`config.mk`:
```
export PLATFORM = sky130hd
export DESIGN_NAME = tct_timer_flat
export DESIGN_NICKNAME = d
export VERILOG_FILES = /design/src/hdl/tct_pkg.sv /design/src/hdl/tct_if.sv /design/src/hdl/tct_timer.sv /design/src/flat_wrapper.sv
export SDC_FILE = /design/constraint.sdc
export NUM_CORES = 1
export LEC_CHECK = 0
export BUFFER_PORTS_ARGS = -buffer_cell sky130_fd_sc_hd__buf_4
export CAP_MARGIN = 20
export CORE_MARGIN = 4
export CORE_UTILIZATION = 62
export DETAILED_ROUTE_END_ITERATION = 10
export PLACE_DENSITY_LB_ADDON = 0.25
export SYNTH_ARGS = -nofsm -noshare
export SYNTH_HDL_FRONTEND = slang
export SYNTH_SLANG_ARGS = --single-unit
```
`constraint.sdc`:
```
create_clock -name clk -period 3.1 [get_ports clk]
set_input_delay 0.465 -clock clk [delete_from_list [all_inputs] [get_ports clk]]
set_output_delay 0.465 -clock clk [all_outputs]
set_load 0.05 [all_outputs]
```
`src/hdl/tct_pkg.sv`:
```
// Shared constants for the three-channel interval timer
package tct_pkg;
  // ----------------------------------------------------------------
  // Byte addresses of the timer
  // ----------------------------------------------------------------
  localparam logic [19:0] TCT_ADDR_CNT0 = 20'h5F000; // Channel 0 counter
  localparam logic [19:0] TCT_ADDR_CNT1 = 20'h5F002; // Channel 1 counter
  localparam logic [19:0] TCT_ADDR_CNT2 = 20'h5F004; // Channel 2 counter
  localparam logic [19:0] TCT_ADDR_MODE = 20'h5F006; // Mode byte, write only
  // ----------------------------------------------------------------
  // Mode byte fields
  // ----------------------------------------------------------------
  localparam int TCT_MODE_SEL_LSB = 6; // Channel select, bits 7:6
  localparam int TCT_MODE_RPT_BIT = 2; // Repeating timer flag
  localparam int TCT_MODE_BCD_BIT = 0; // BCD counting
  localparam logic [5:0] TCT_MODE_LATCH = 6'h00; // Low bits of a latch command
  localparam logic [7:0] TCT_MODE_RESET = 8'h00; // Mode reset value
  // ----------------------------------------------------------------
  // Controller register offsets (word index on the user port)
  // ----------------------------------------------------------------
  localparam logic [3:0] TCT_REG_CTRL = 4'h0; // Write: go; bits 1:0 command
  localparam logic [3:0] TCT_REG_ADDR = 4'h1; // Bus byte address
  localparam logic [3:0] TCT_REG_DATA = 4'h2; // Write data / read result
  localparam logic [3:0] TCT_REG_STAT = 4'h3; // Bit 0 busy
  localparam logic [3:0] TCT_REG_IRQ_STAT = 4'h4; // Sticky events
  localparam logic [3:0] TCT_REG_IRQ_CLR = 4'h5; // Write one to clear
  localparam logic [3:0] TCT_REG_IRQ_EN = 4'h6; // Event enables
  localparam logic [1:0] TCT_CMD_WRITE = 2'h0; // Single byte write
  localparam logic [1:0] TCT_CMD_READ = 2'h1; // Single byte read
  localparam logic [1:0] TCT_CMD_LOAD = 2'h2; // Mode, low, high sequence
  localparam logic [1:0] TCT_CMD_RESET = 2'h3; // Two dummy reads per counter
  // ----------------------------------------------------------------
  // Timing
  // ----------------------------------------------------------------
  localparam int TCT_CLK_KHZ = 200000; // System clock, 200 MHz
  localparam int TCT_CNT_KHZ = 2048; // Count clock, 2.048 MHz
  localparam int TCT_CNT_DIV = TCT_CLK_KHZ / TCT_CNT_KHZ; // Cycles per count tick
  localparam logic [15:0] TCT_CNT_RESET = 16'h0000; // Counter reset value
endpackage

```
`src/hdl/tct_if.sv`:
```
// Byte bus between host controller and timer device
`timescale 1ns/1ps
`default_nettype none
interface tct_if;
  logic [19:0] addr; // Byte address
  logic [7:0] wdata; // Write byte
  logic wr; // One-cycle write strobe
  logic rd; // One-cycle read strobe
  logic [7:0] rdata; // Read byte, cycle after rd
  logic ch0_out; // Baud-rate clock
  logic ch1_irq; // Channel 1 interrupt pulse
  logic ch2_irq; // Channel 2 interrupt pulse
  modport dev (input addr, wdata, wr, rd, output rdata, ch0_out, ch1_irq, ch2_irq);
  modport host (output addr, wdata, wr, rd, input rdata, ch0_out, ch1_irq, ch2_irq);
endinterface
`default_nettype wire

```
`src/hdl/tct_timer.sv`:
```
// Three-channel 16-bit down-counting timer, device end
`timescale 1ns/1ps
`default_nettype none
module tct_timer #(
  parameter int DIV = tct_pkg::TCT_CNT_DIV
) (
  input wire logic clk,
  input wire logic rst_n,
  tct_if.dev bus
);
  // ----------------------------------------------------------------
  // Count clock prescaler
  // ----------------------------------------------------------------
  logic [7:0] pre; // Prescale counter
  logic tick; // One count clock period elapsed

  // Divide the system clock down to the shared count rate
  always_ff @(posedge clk or negedge rst_n) begin
    if (!rst_n) begin
      pre <= 8'h00;
    end else if (tick) begin
      pre <= 8'h00;
    end else begin
      pre <= pre + 8'h01;
    end
  end
  assign tick = (pre == 8'(DIV - 1));

  // Decrement one step, decimal per nibble in BCD mode
  function automatic logic [15:0] tct_dec(input logic [15:0] v, input logic bcd);
    logic [15:0] r;
    logic borrow;
    r = v;
    borrow = 1'b1;
    if (!bcd) begin
      r = v - 16'h0001;
    end else begin
      for (int i = 0; i < 4; i++) begin
        if (borrow) begin
          if (v[i*4 +: 4] == 4'h0) begin
            r[i*4 +: 4] = 4'h9;
          end else begin
            r[i*4 +: 4] = v[i*4 +: 4] - 4'h1;
            borrow = 1'b0;
          end
        end
      end
    end
    return r;
  endfunction

  // ----------------------------------------------------------------
  // Decode of the byte bus
  // ----------------------------------------------------------------
  logic mode_wr; // Mode byte write
  logic [2:0] cnt_sel; // Counter address hit per channel
  logic [1:0] mode_ch; // Channel named by mode byte
  assign mode_wr = bus.wr && (bus.addr == tct_pkg::TCT_ADDR_MODE);
  assign mode_ch = bus.wdata[tct_pkg::TCT_MODE_SEL_LSB +: 2];
  assign cnt_sel[0] = (bus.addr == tct_pkg::TCT_ADDR_CNT0);
  assign cnt_sel[1] = (bus.addr == tct_pkg::TCT_ADDR_CNT1);
  assign cnt_sel[2] = (bus.addr == tct_pkg::TCT_ADDR_CNT2);

  logic [15:0] cnt [3]; // Live counts
  logic [15:0] hold [3]; // Latched counts
  logic [2:0] hit_zero; // Terminal count this tick

  // ----------------------------------------------------------------
  // Per-channel counters
  // ----------------------------------------------------------------
  for (genvar c = 0; c < 3; c++) begin : g_ch
    logic [15:0] reload; // Programmed count
    logic bcd; // Decimal counting
    logic rpt; // Repeating timer mode
    logic wr_hi; // Next count write is high byte
    logic rd_hi; // Next read returns high byte
    logic latched; // Holding register armed
    logic run; // Full count loaded
    logic sel_mode; // Mode byte for this channel
    assign sel_mode = mode_wr && (mode_ch == 2'(c));
    assign hit_zero[c] = tick && run && (cnt[c] == 16'h0001);

    // Mode byte: format bits, or a latch command
    always_ff @(posedge clk or negedge rst_n) begin
      if (!rst_n) begin
        bcd <= 1'b0;
        rpt <= 1'b0;
      end else if (sel_mode && bus.wdata[5:0] != tct_pkg::TCT_MODE_LATCH) begin
        bcd <= bus.wdata[tct_pkg::TCT_MODE_BCD_BIT];
        rpt <= bus.wdata[tct_pkg::TCT_MODE_RPT_BIT];
      end
    end

    // Count byte pairing: low then high, reset by a mode write other than a latch command
    always_ff @(posedge clk or negedge rst_n) begin
      if (!rst_n) begin
        wr_hi <= 1'b0;
        reload <= tct_pkg::TCT_CNT_RESET;
        run <= 1'b0;
      end else if (sel_mode && bus.wdata[5:0] != tct_pkg::TCT_MODE_LATCH) begin
        wr_hi <= 1'b0; // Reprogramming stops the channel until both bytes land
        run <= 1'b0;
      end else if (bus.wr && cnt_sel[c]) begin
        if (!wr_hi) begin
          reload[7:0] <= bus.wdata;
          wr_hi <= 1'b1;
        end else begin
          reload[15:8] <= bus.wdata;
          wr_hi <= 1'b0;
          run <= 1'b1;
        end
      end
    end

    // Live counter: load on high byte, step each tick, reload at terminal
    always_ff @(posedge clk or negedge rst_n) begin
      if (!rst_n) begin
        cnt[c] <= tct_pkg::TCT_CNT_RESET;
      end else if (bus.wr && cnt_sel[c] && wr_hi) begin
        cnt[c] <= {bus.wdata, reload[7:0]};
      end else if (hit_zero[c] || (tick && run && cnt[c] == 16'h0000)) begin
        cnt[c] <= reload;
      end else if (tick && run) begin
        cnt[c] <= tct_dec(cnt[c], bcd);
      end
    end

    // Latch command and two-byte read sequencing
    always_ff @(posedge clk or negedge rst_n) begin
      if (!rst_n) begin
        hold[c] <= tct_pkg::TCT_CNT_RESET;
        latched <= 1'b0;
        rd_hi <= 1'b0;
      end else if (sel_mode && bus.wdata[5:0] == tct_pkg::TCT_MODE_LATCH) begin
        hold[c] <= cnt[c];
        latched <= 1'b1;
        rd_hi <= 1'b0;
      end else if (bus.rd && cnt_sel[c]) begin
        rd_hi <= !rd_hi;
        if (rd_hi) begin
          latched <= 1'b0;
        end
      end else if (bus.rd && (cnt_sel != 3'b000)) begin
        // A read of another counter abandons a half-read pair, so the
        // dummy-read round leaves every channel at its low byte
        rd_hi <= 1'b0;
      end
    end

    // Byte presented for a read: latched value if armed, else live
    logic [15:0] rsrc;
    assign rsrc = latched ? hold[c] : cnt[c];
    logic [7:0] rbyte;
    assign rbyte = rd_hi ? rsrc[15:8] : rsrc[7:0];
  end

  // ----------------------------------------------------------------
  // Read data and outputs
  // ----------------------------------------------------------------
  // Read data stands in the cycle after the strobe
  always_ff @(posedge clk or negedge rst_n) begin
    if (!rst_n) begin
      bus.rdata <= 8'h00;
    end else if (bus.rd) begin
      if (cnt_sel[0]) begin
        bus.rdata <= g_ch[0].rbyte;
      end else if (cnt_sel[1]) begin
        bus.rdata <= g_ch[1].rbyte;
      end else if (cnt_sel[2]) begin
        bus.rdata <= g_ch[2].rbyte;
      end else begin
        bus.rdata <= 8'h00; // Unmapped, including the mode address
      end
    end
  end

  // Baud clock toggles and interrupts pulse at terminal count
  always_ff @(posedge clk or negedge rst_n) begin
    if (!rst_n) begin
      bus.ch0_out <= 1'b0;
      bus.ch1_irq <= 1'b0;
      bus.ch2_irq <= 1'b0;
    end else begin
      if (hit_zero[0]) begin
        bus.ch0_out <= !bus.ch0_out;
      end
      bus.ch1_irq <= hit_zero[1] && (g_ch[1].rpt || g_ch[1].run);
      bus.ch2_irq <= hit_zero[2] && (g_ch[2].rpt || g_ch[2].run);
    end
  end
endmodule
`default_nettype wire

```
`src/flat_wrapper.sv`:
```
// flat-port wrapper written by rule: the top's interface ports become plain ports
module tct_timer_flat 
#(
  parameter int DIV = tct_pkg::TCT_CNT_DIV
)
  (clk, rst_n, bus_addr, bus_wdata, bus_wr, bus_rd, bus_rdata, bus_ch0_out, bus_ch1_irq, bus_ch2_irq);
  tct_if bus_i ();
  input wire logic clk;
  input wire logic rst_n;
  input wire logic [$bits(bus_i.addr)-1:0] bus_addr;
  input wire logic [$bits(bus_i.wdata)-1:0] bus_wdata;
  input wire logic [$bits(bus_i.wr)-1:0] bus_wr;
  input wire logic [$bits(bus_i.rd)-1:0] bus_rd;
  output wire logic [$bits(bus_i.rdata)-1:0] bus_rdata;
  output wire logic [$bits(bus_i.ch0_out)-1:0] bus_ch0_out;
  output wire logic [$bits(bus_i.ch1_irq)-1:0] bus_ch1_irq;
  output wire logic [$bits(bus_i.ch2_irq)-1:0] bus_ch2_irq;
  assign bus_i.addr = bus_addr;
  assign bus_i.wdata = bus_wdata;
  assign bus_i.wr = bus_wr;
  assign bus_i.rd = bus_rd;
  assign bus_rdata = bus_i.rdata;
  assign bus_ch0_out = bus_i.ch0_out;
  assign bus_ch1_irq = bus_i.ch1_irq;
  assign bus_ch2_irq = bus_i.ch2_irq;
  tct_timer #(.DIV(DIV)) u_core (.clk(clk), .rst_n(rst_n), .bus(bus_i));
endmodule
```
Yosys cells after proc, flatten, opt, wreduce, memory -nomap -nowiden

Index checks and enable logic that the tools add are counted.

Bitwise logic cells: 6
Equality and inequality tests: 19
Reduce and logical (&&, ||, !) cells: 98
Muxes and demuxes: 128
Add/sub/neg operators: 16

Operator list:

| operator                                           | count |
|---|---|
| 2-to-1 mux 16 bit                                  | 15 |
| 2-to-1 mux 1 bit                                   | 85 |
| 2-to-1 mux 4 bit                                   | 21 |
| == test 20 x 19 -> 1 bit, second input constant    | 4 |
| 2-to-1 mux 8 bit                                   | 7 |
| == test 16 x 1 -> 1 bit, second input constant     | 3 |
| zero test 16 bit                                   | 3 |
| zero test 4 bit                                    | 12 |
| subtractor 16 x 1 -> 16 bit, second input constant | 3 |
| subtractor 4 x 1 -> 4 bit, second input constant   | 12 |
| != test 4 bit, second input constant               | 9 |
| logical AND 1 bit                                  | 31 |
| AND reduction 2 bit                                | 15 |
| nonzero test 2 bit                                 | 12 |
| nonzero test 3 bit                                 | 7 |
| AND reduction 3 bit                                | 6 |
| adder 8 x 1 -> 8 bit, second input constant        | 1 |
| == test 8 x 7 -> 1 bit, second input constant      | 1 |
| zero test 6 bit                                    | 1 |
| inverter 1 bit                                     | 6 |
| nonzero test 6 bit                                 | 1 |
| logical OR 1 bit                                   | 5 |
| zero test 1 bit                                    | 4 |
| == test 2 x 1 -> 1 bit, second input constant      | 1 |
| other kinds (2)                                    | 2 |

Bits in registers: 180
Input bits: 32
Logic and storage cells: 310
Output and inout bits: 11

Depth between registers and ports, before layout

Word-level depth: 21
Gate-level depth with buffers: 10
Gate-level depth less buffers: 8

Least setup slack after synthesis

OpenSTA, ideal clock, no wires.

Kind: input to register
From: input port bus_addr[6]
To: register u_core.cnt[6] (netlist bit)
Data required time: 2.975 ns
Arrival: 2.529 ns
Stages on the path: 8
Slack: 0.446 ns
Buffers on the path: 2
Setup time: 0.125 ns
Cell sequence: or2_0 > or4_1 > clkbuf_1 > or3_1 > nand2_1 > buf_2 > mux2_2 > mux2_2

Cells in the longest elaborated chain, start to end: 5
Elaborated cells between the ends (all ways): 7
Classes of those cells: eq/ne: 2; mux: 1; reduce/logical: 4

Ends and longest elaborated chain:

| item                                                                 | RTL line           | source |
|---|---|---|
| start, declared                                                      | flat_wrapper.sv:10 | `input wire logic [$bits(bus_i.addr)-1:0] bus_addr;` |
| == test 20 x 19 -> 1 bit *                                           | tct_timer.sv:62    | `assign cnt_sel[2] = (bus.addr == tct_pkg::TCT_ADDR_CNT2);` |
| logical AND 1 bit * (2 in a row)                                     | tct_timer.sv:119   | `end else if (bus.wr && cnt_sel[c] && wr_hi) begin` |
| != test 4 bit (no source line) or nonzero test 3 bit (tied branches) | n/a                |  |
| AND reduction 2 bit (no source line)                                 | n/a                |  |
| end signal, assigned by index                                        | tct_timer.sv:118   | `cnt[c] <= tct_pkg::TCT_CNT_RESET;` |
| end signal, assigned by index                                        | tct_timer.sv:120   | `cnt[c] <= {bus.wdata, reload[7:0]};` |
| end signal, assigned by index                                        | tct_timer.sv:122   | `cnt[c] <= reload;` |
| end, declared                                                        | tct_timer.sv:64    | `logic [15:0] cnt [3];` |

Mark *: on every way between the ends. The rest lies on a longest branch, timed or not.
A chain may end at the register's enable or synchronous reset.

Worst setup path after layout

From: register u_core.pre[0]
To: register u_core.cnt[6] (netlist bit)

Cells in the longest elaborated chain, start to end: 6
Elaborated cells between the ends (all ways): 10
Classes of those cells: eq/ne: 2; mux: 2; reduce/logical: 6

Ends and longest elaborated chain:

| item                                                                      | RTL line                                            | source |
|---|---|---|
| start, declared                                                           | tct_timer.sv:14                                     | `logic [7:0] pre;` |
| start signal, assigned                                                    | tct_timer.sv:24                                     | `pre <= pre + 8'h01;` |
| == test 8 x 7 -> 1 bit *                                                  | tct_timer.sv:27                                     | `assign tick = (pre == 8'(DIV - 1));` |
| logical AND 1 bit *                                                       | tct_timer.sv:81, tct_timer.sv:121, tct_timer.sv:123 |  |
| logical AND 1 bit (on tied branches)                                      | tct_timer.sv:81, tct_timer.sv:121                   |  |
| logical OR 1 bit                                                          | tct_timer.sv:121                                    | `end else if (hit_zero[c] \|\| (tick && run && cnt[c] == 16'h0000)) begin` |
| != test 4 bit (no source line) (tied with other cells)                    | n/a                                                 |  |
| AND reduction 2 bit (no source line) or 2-to-1 mux 16 bit (tied branches) | n/a                                                 |  |
| end signal, assigned by index                                             | tct_timer.sv:120                                    |  |
| end signal, assigned by index                                             | tct_timer.sv:122                                    |  |
| end signal, assigned by index                                             | tct_timer.sv:124                                    | `cnt[c] <= tct_dec(cnt[c], bcd);` |

Marked as above.

==> metrics.yaml <==
status:
  status: "finished, violations left"
  violations: "hold timing"
worst_setup_path:
  critPathBufInv: 1
  path_class: "reg2reg"
  cp-start-kind: "flip-flop"
  crit_chain: "inv_1, ha_1, nor4bb_1, nand4_1, or2_2, nand2_1, mux2_2, mux2_2"
  cp_common_cell: "mux2_2"
  r2r_end: "u_core.cnt[6]"
  end_kind: "flip-flop"
  critical-path-top-delay-family: "simple AND/OR/NAND/NOR gates"
  critical-path-max-stage-delay_ns: 0.49
  cp.required_ns: 3.42
  setup.worst_path.start: "u_core.pre[0]"
  r2r_cells: 8
  path_max_fanout: 12
  path_depth: 8
  crit_path_top_delay_cell: "or2_2"
  reg2reg_slack_ns: 0.32
  crit_end: "u_core.cnt[6]"
  r2r-start: "u_core.pre[0]"
  arrival_ns: 3.10
power_and_ir_drop:
  p_comb_share_pct: 4.4
  p_per_area_nw_per_um2: 440.5
  vdd_drop_max_v: 0.0004040
  switching_share_pct: 21.56
  p_switching_w: 0.001054
  internal_power_w: 0.003833
  pwr-share-clk_pct: 46.7
  power.leakage_nw: 5.232
  seqPwrFrac_pct: 48.8
yosys:
  synth_edf_count: 0
  synth-seq-cells: 178
  syn_area_per_cell_um2: 9.665
  yosysWarningCount: 0
  synthFlopType: "dfrtp_1"
  syn_area_um2: 9907
  synth_cells: 1025
  synth_cell_type_count: 72
  synthArstFlopShare_pct: 100.0
  syn_nets: 1068
  seq_area_frac_synth_pct: 44.96
detailed_routing:
  drc: 0
  wl_per_cell_um: 19.99
  antenna_left: 0
  first_iter_violations: 878
  vias: 8180
  routed_wl_um: 25450
  dr.pass1.iters: 6
  via_per_inst: 6.426
clocking:
  clk_latency_ns: 0.43
  cts.sinks: 178
  cts_tree: "built"
  cts_hold_buffers: 0
  htreeDepth: 4
  clk_pin_slew_ns: 0.07
  clk_path_buf_depth: 2
  cts_setup_buffers: 0
  post_cts_resized: 0
  cts-root-buf: "clkbuf_16"
  numCtsBuffers: 17
sta:
  tns_ns: 0
  hold_viol_final: 18
  hold_slack_ns: -0.01760
  rsz0062_at_grt: "no"
  fin_crit_sh_pct: 89.62
  skew_ns: 0.006942
  max-slew-margin-rel_pct: 57.06
  setup_ws_ns: 0.3217
  clock.fmax_mhz: 359.9
  tightest_slew_ns: 0.6382
  final-setup-viol-count: 0
  period_needed_ns: 2.778
  drv_slew: 0
floorplan:
  core_area_um2: 15430
  die_area_um2: 18070
  die_h_um: 134.4
  num_io_pins: 43
  start_util_pct: 64.22
  rows: 45
  die_w_um: 134.4
placed_design:
  dpl-instance-area_um2: 10460
  io_buffers: 42
  hpwlAfterDp_um: 17740
  gp_congestion: 0.9460
  place_ws_ns: 0.2561
global_routing:
  grt_antenna_before_repair: 0
  grt_pass1_vias: 7745
  grt_start_max_net_pins: 94
  grt_remaining_overflow: 0
  grt_pass1_wl_um: 41480
  grt_use_total_pct: 29.29
worst_hold_path:
  hold_class: "in2async"
final_layout:
  drive_gt1_share_pct: 20.15
  nFillCells: 1165
  final_area_um2: 11090
  final_core_util_pct: 71.91
  final_nets: 1092
  diodes: 0
  areaGrowthSynthToFinish_pct: 11.97
run:
  drv_cap: 0
## sequential cells by signal, summed over array words and instances (netlist names), 3 cells and up
signal,count
u_core.g_ch.bcd,3
u_core.g_ch.run,3
u_core.g_ch.latched,3
u_core.g_ch.wr_hi,3
u_core.cnt,48
u_core.hold,48
u_core.g_ch.reload,48
u_core.g_ch.rd_hi,3
u_core.bus.rdata,8
u_core.pre,8
## cell type report
| type | instances | area (um^2) | area share, % |
|---|---|---|---|
| multi-input combinational | 765 | 5125 | 46.20 |
| sequential | 178 | 4454 | 40.15 |
| timing repair buffer | 74 | 571.8 | 5.155 |
| clock buffer | 22 | 474.2 | 4.275 |
| tap | 211 | 264.0 | 2.380 |
| clock inverter | 10 | 155.1 | 1.399 |
| inverter | 13 | 48.80 | 0.4399 |
## synthesized netlist by cell type, types with 6 or more instances
cell type,number,area share [%]
ha_1,11,1.4
o211ai_1,13,0.99
dfrtp_1,178,45
or4_1,8,0.61
clkbuf_1,48,1.8
nand4_1,8,0.51
o21ai_0,61,3.1
mux2_2,66,7.5
mux4_2,23,5.2
nand2b_1,6,0.38
buf_2,9,0.45
inv_1,12,0.45
nor3_1,27,1.4
xor2_1,9,0.80
or2_2,6,0.38
mux2i_1,13,1.3
buf_1,9,0.34
nor4_1,18,1.1
a31oi_1,10,0.63
xnor2_1,13,1.1
o2bb2ai_1,8,0.71
or3_1,14,0.88
nor2_1,67,2.5
nand3_1,27,1.4
o31ai_1,11,0.83
and3_1,7,0.44
and2_1,8,0.51
a21oi_1,52,2.6
nand2_1,190,7.2
## kinds of logic (layout without fill, tap and decap cells)
kind of cell	after synthesis	count (layout)	share of synthesized area [%]
AO/OA/AOI/OAI	202	202	12.73
XOR/XNOR	22	22	1.945
adder cells (fa/ha/maj)	11	11	1.389
buffers and inverters	82	119	3.309
flip-flops	178	178	44.96
multiplexers	104	104	14.46
AND/OR/NAND/NOR	426	426	21.21
## placed cells by master (no fill, tap or decap), types with 14 or more instances in the layout
| cell type | Yosys | routed |
|---|---|---|
| dfrtp_1 | 178 | 178 |
| o21ai_0 | 61 | 61 |
| clkbuf_16 | 0 | 17 |
| a21oi_1 | 52 | 52 |
| mux4_2 | 23 | 23 |
| nor4_1 | 18 | 18 |
| buf_4 | 2 | 72 |
| or3_1 | 14 | 14 |
| nand2_1 | 190 | 190 |
| mux2_2 | 66 | 66 |
| nor3_1 | 27 | 27 |
| nor2_1 | 67 | 67 |
| nand3_1 | 27 | 27 |
## worst min path at each step
stage           from            endpoint  slack (ns)  cells after the start
2_1_floorplan  rst_n  u_core.bus.ch0_out        0.17                      0
6_report       rst_n     u_core.hold[37]       -0.02                      1
3_3_place_gp   rst_n     u_core.hold[39]        0.45                      1
4_1_cts        rst_n     u_core.hold[37]       0.004                      1
3_5_place_dp   rst_n     u_core.hold[37]        0.46                      1
5_1_grt        rst_n     u_core.hold[37]        0.02                      1
## power groups by stage
stage          Combinational (W)  Clock, W  Sequential [W]
2_1_floorplan           0.000126         0         0.00239
3_3_place_gp            0.000215         0         0.00242
3_5_place_dp            0.000217         0         0.00243
4_1_cts                 0.000219   0.00232         0.00238
5_1_grt                 0.000235   0.00241         0.00239
6_report                0.000217   0.00228         0.00239
## worst reg2reg max path: stages, from the launching register on
cell      delay (ns)
dfrtp_1         0.45
inv_1           0.09
ha_1            0.19
nor4bb_1        0.35
nand4_1         0.33
or2_2           0.49
nand2_1         0.16
mux2_2          0.35
mux2_2          0.26
## per-stage QoR
stage	cells	total power, W
2_1_floorplan	1025	0.002514
6_report	1273	0.004887
3_3_place_gp	1241	0.002639
3_5_place_dp	1241	0.002644
5_1_grt	1273	0.005035
4_1_cts	1273	0.004917
## metal layers
| metal | share of wire, % | GRT usage (%) | wire length, um |
|---|---|---|---|
| met5 | 0 | 0 | 0 |
| met4 | 2.3 | 8.937 | 587 |
| met3 | 6.6 | 5.626 | 1690 |
| met2 | 48 | 45.67 | 12100 |
| met1 | 43 | 42.11 | 11060 |
No activity file was read; power rests on OpenSTA's default activity.
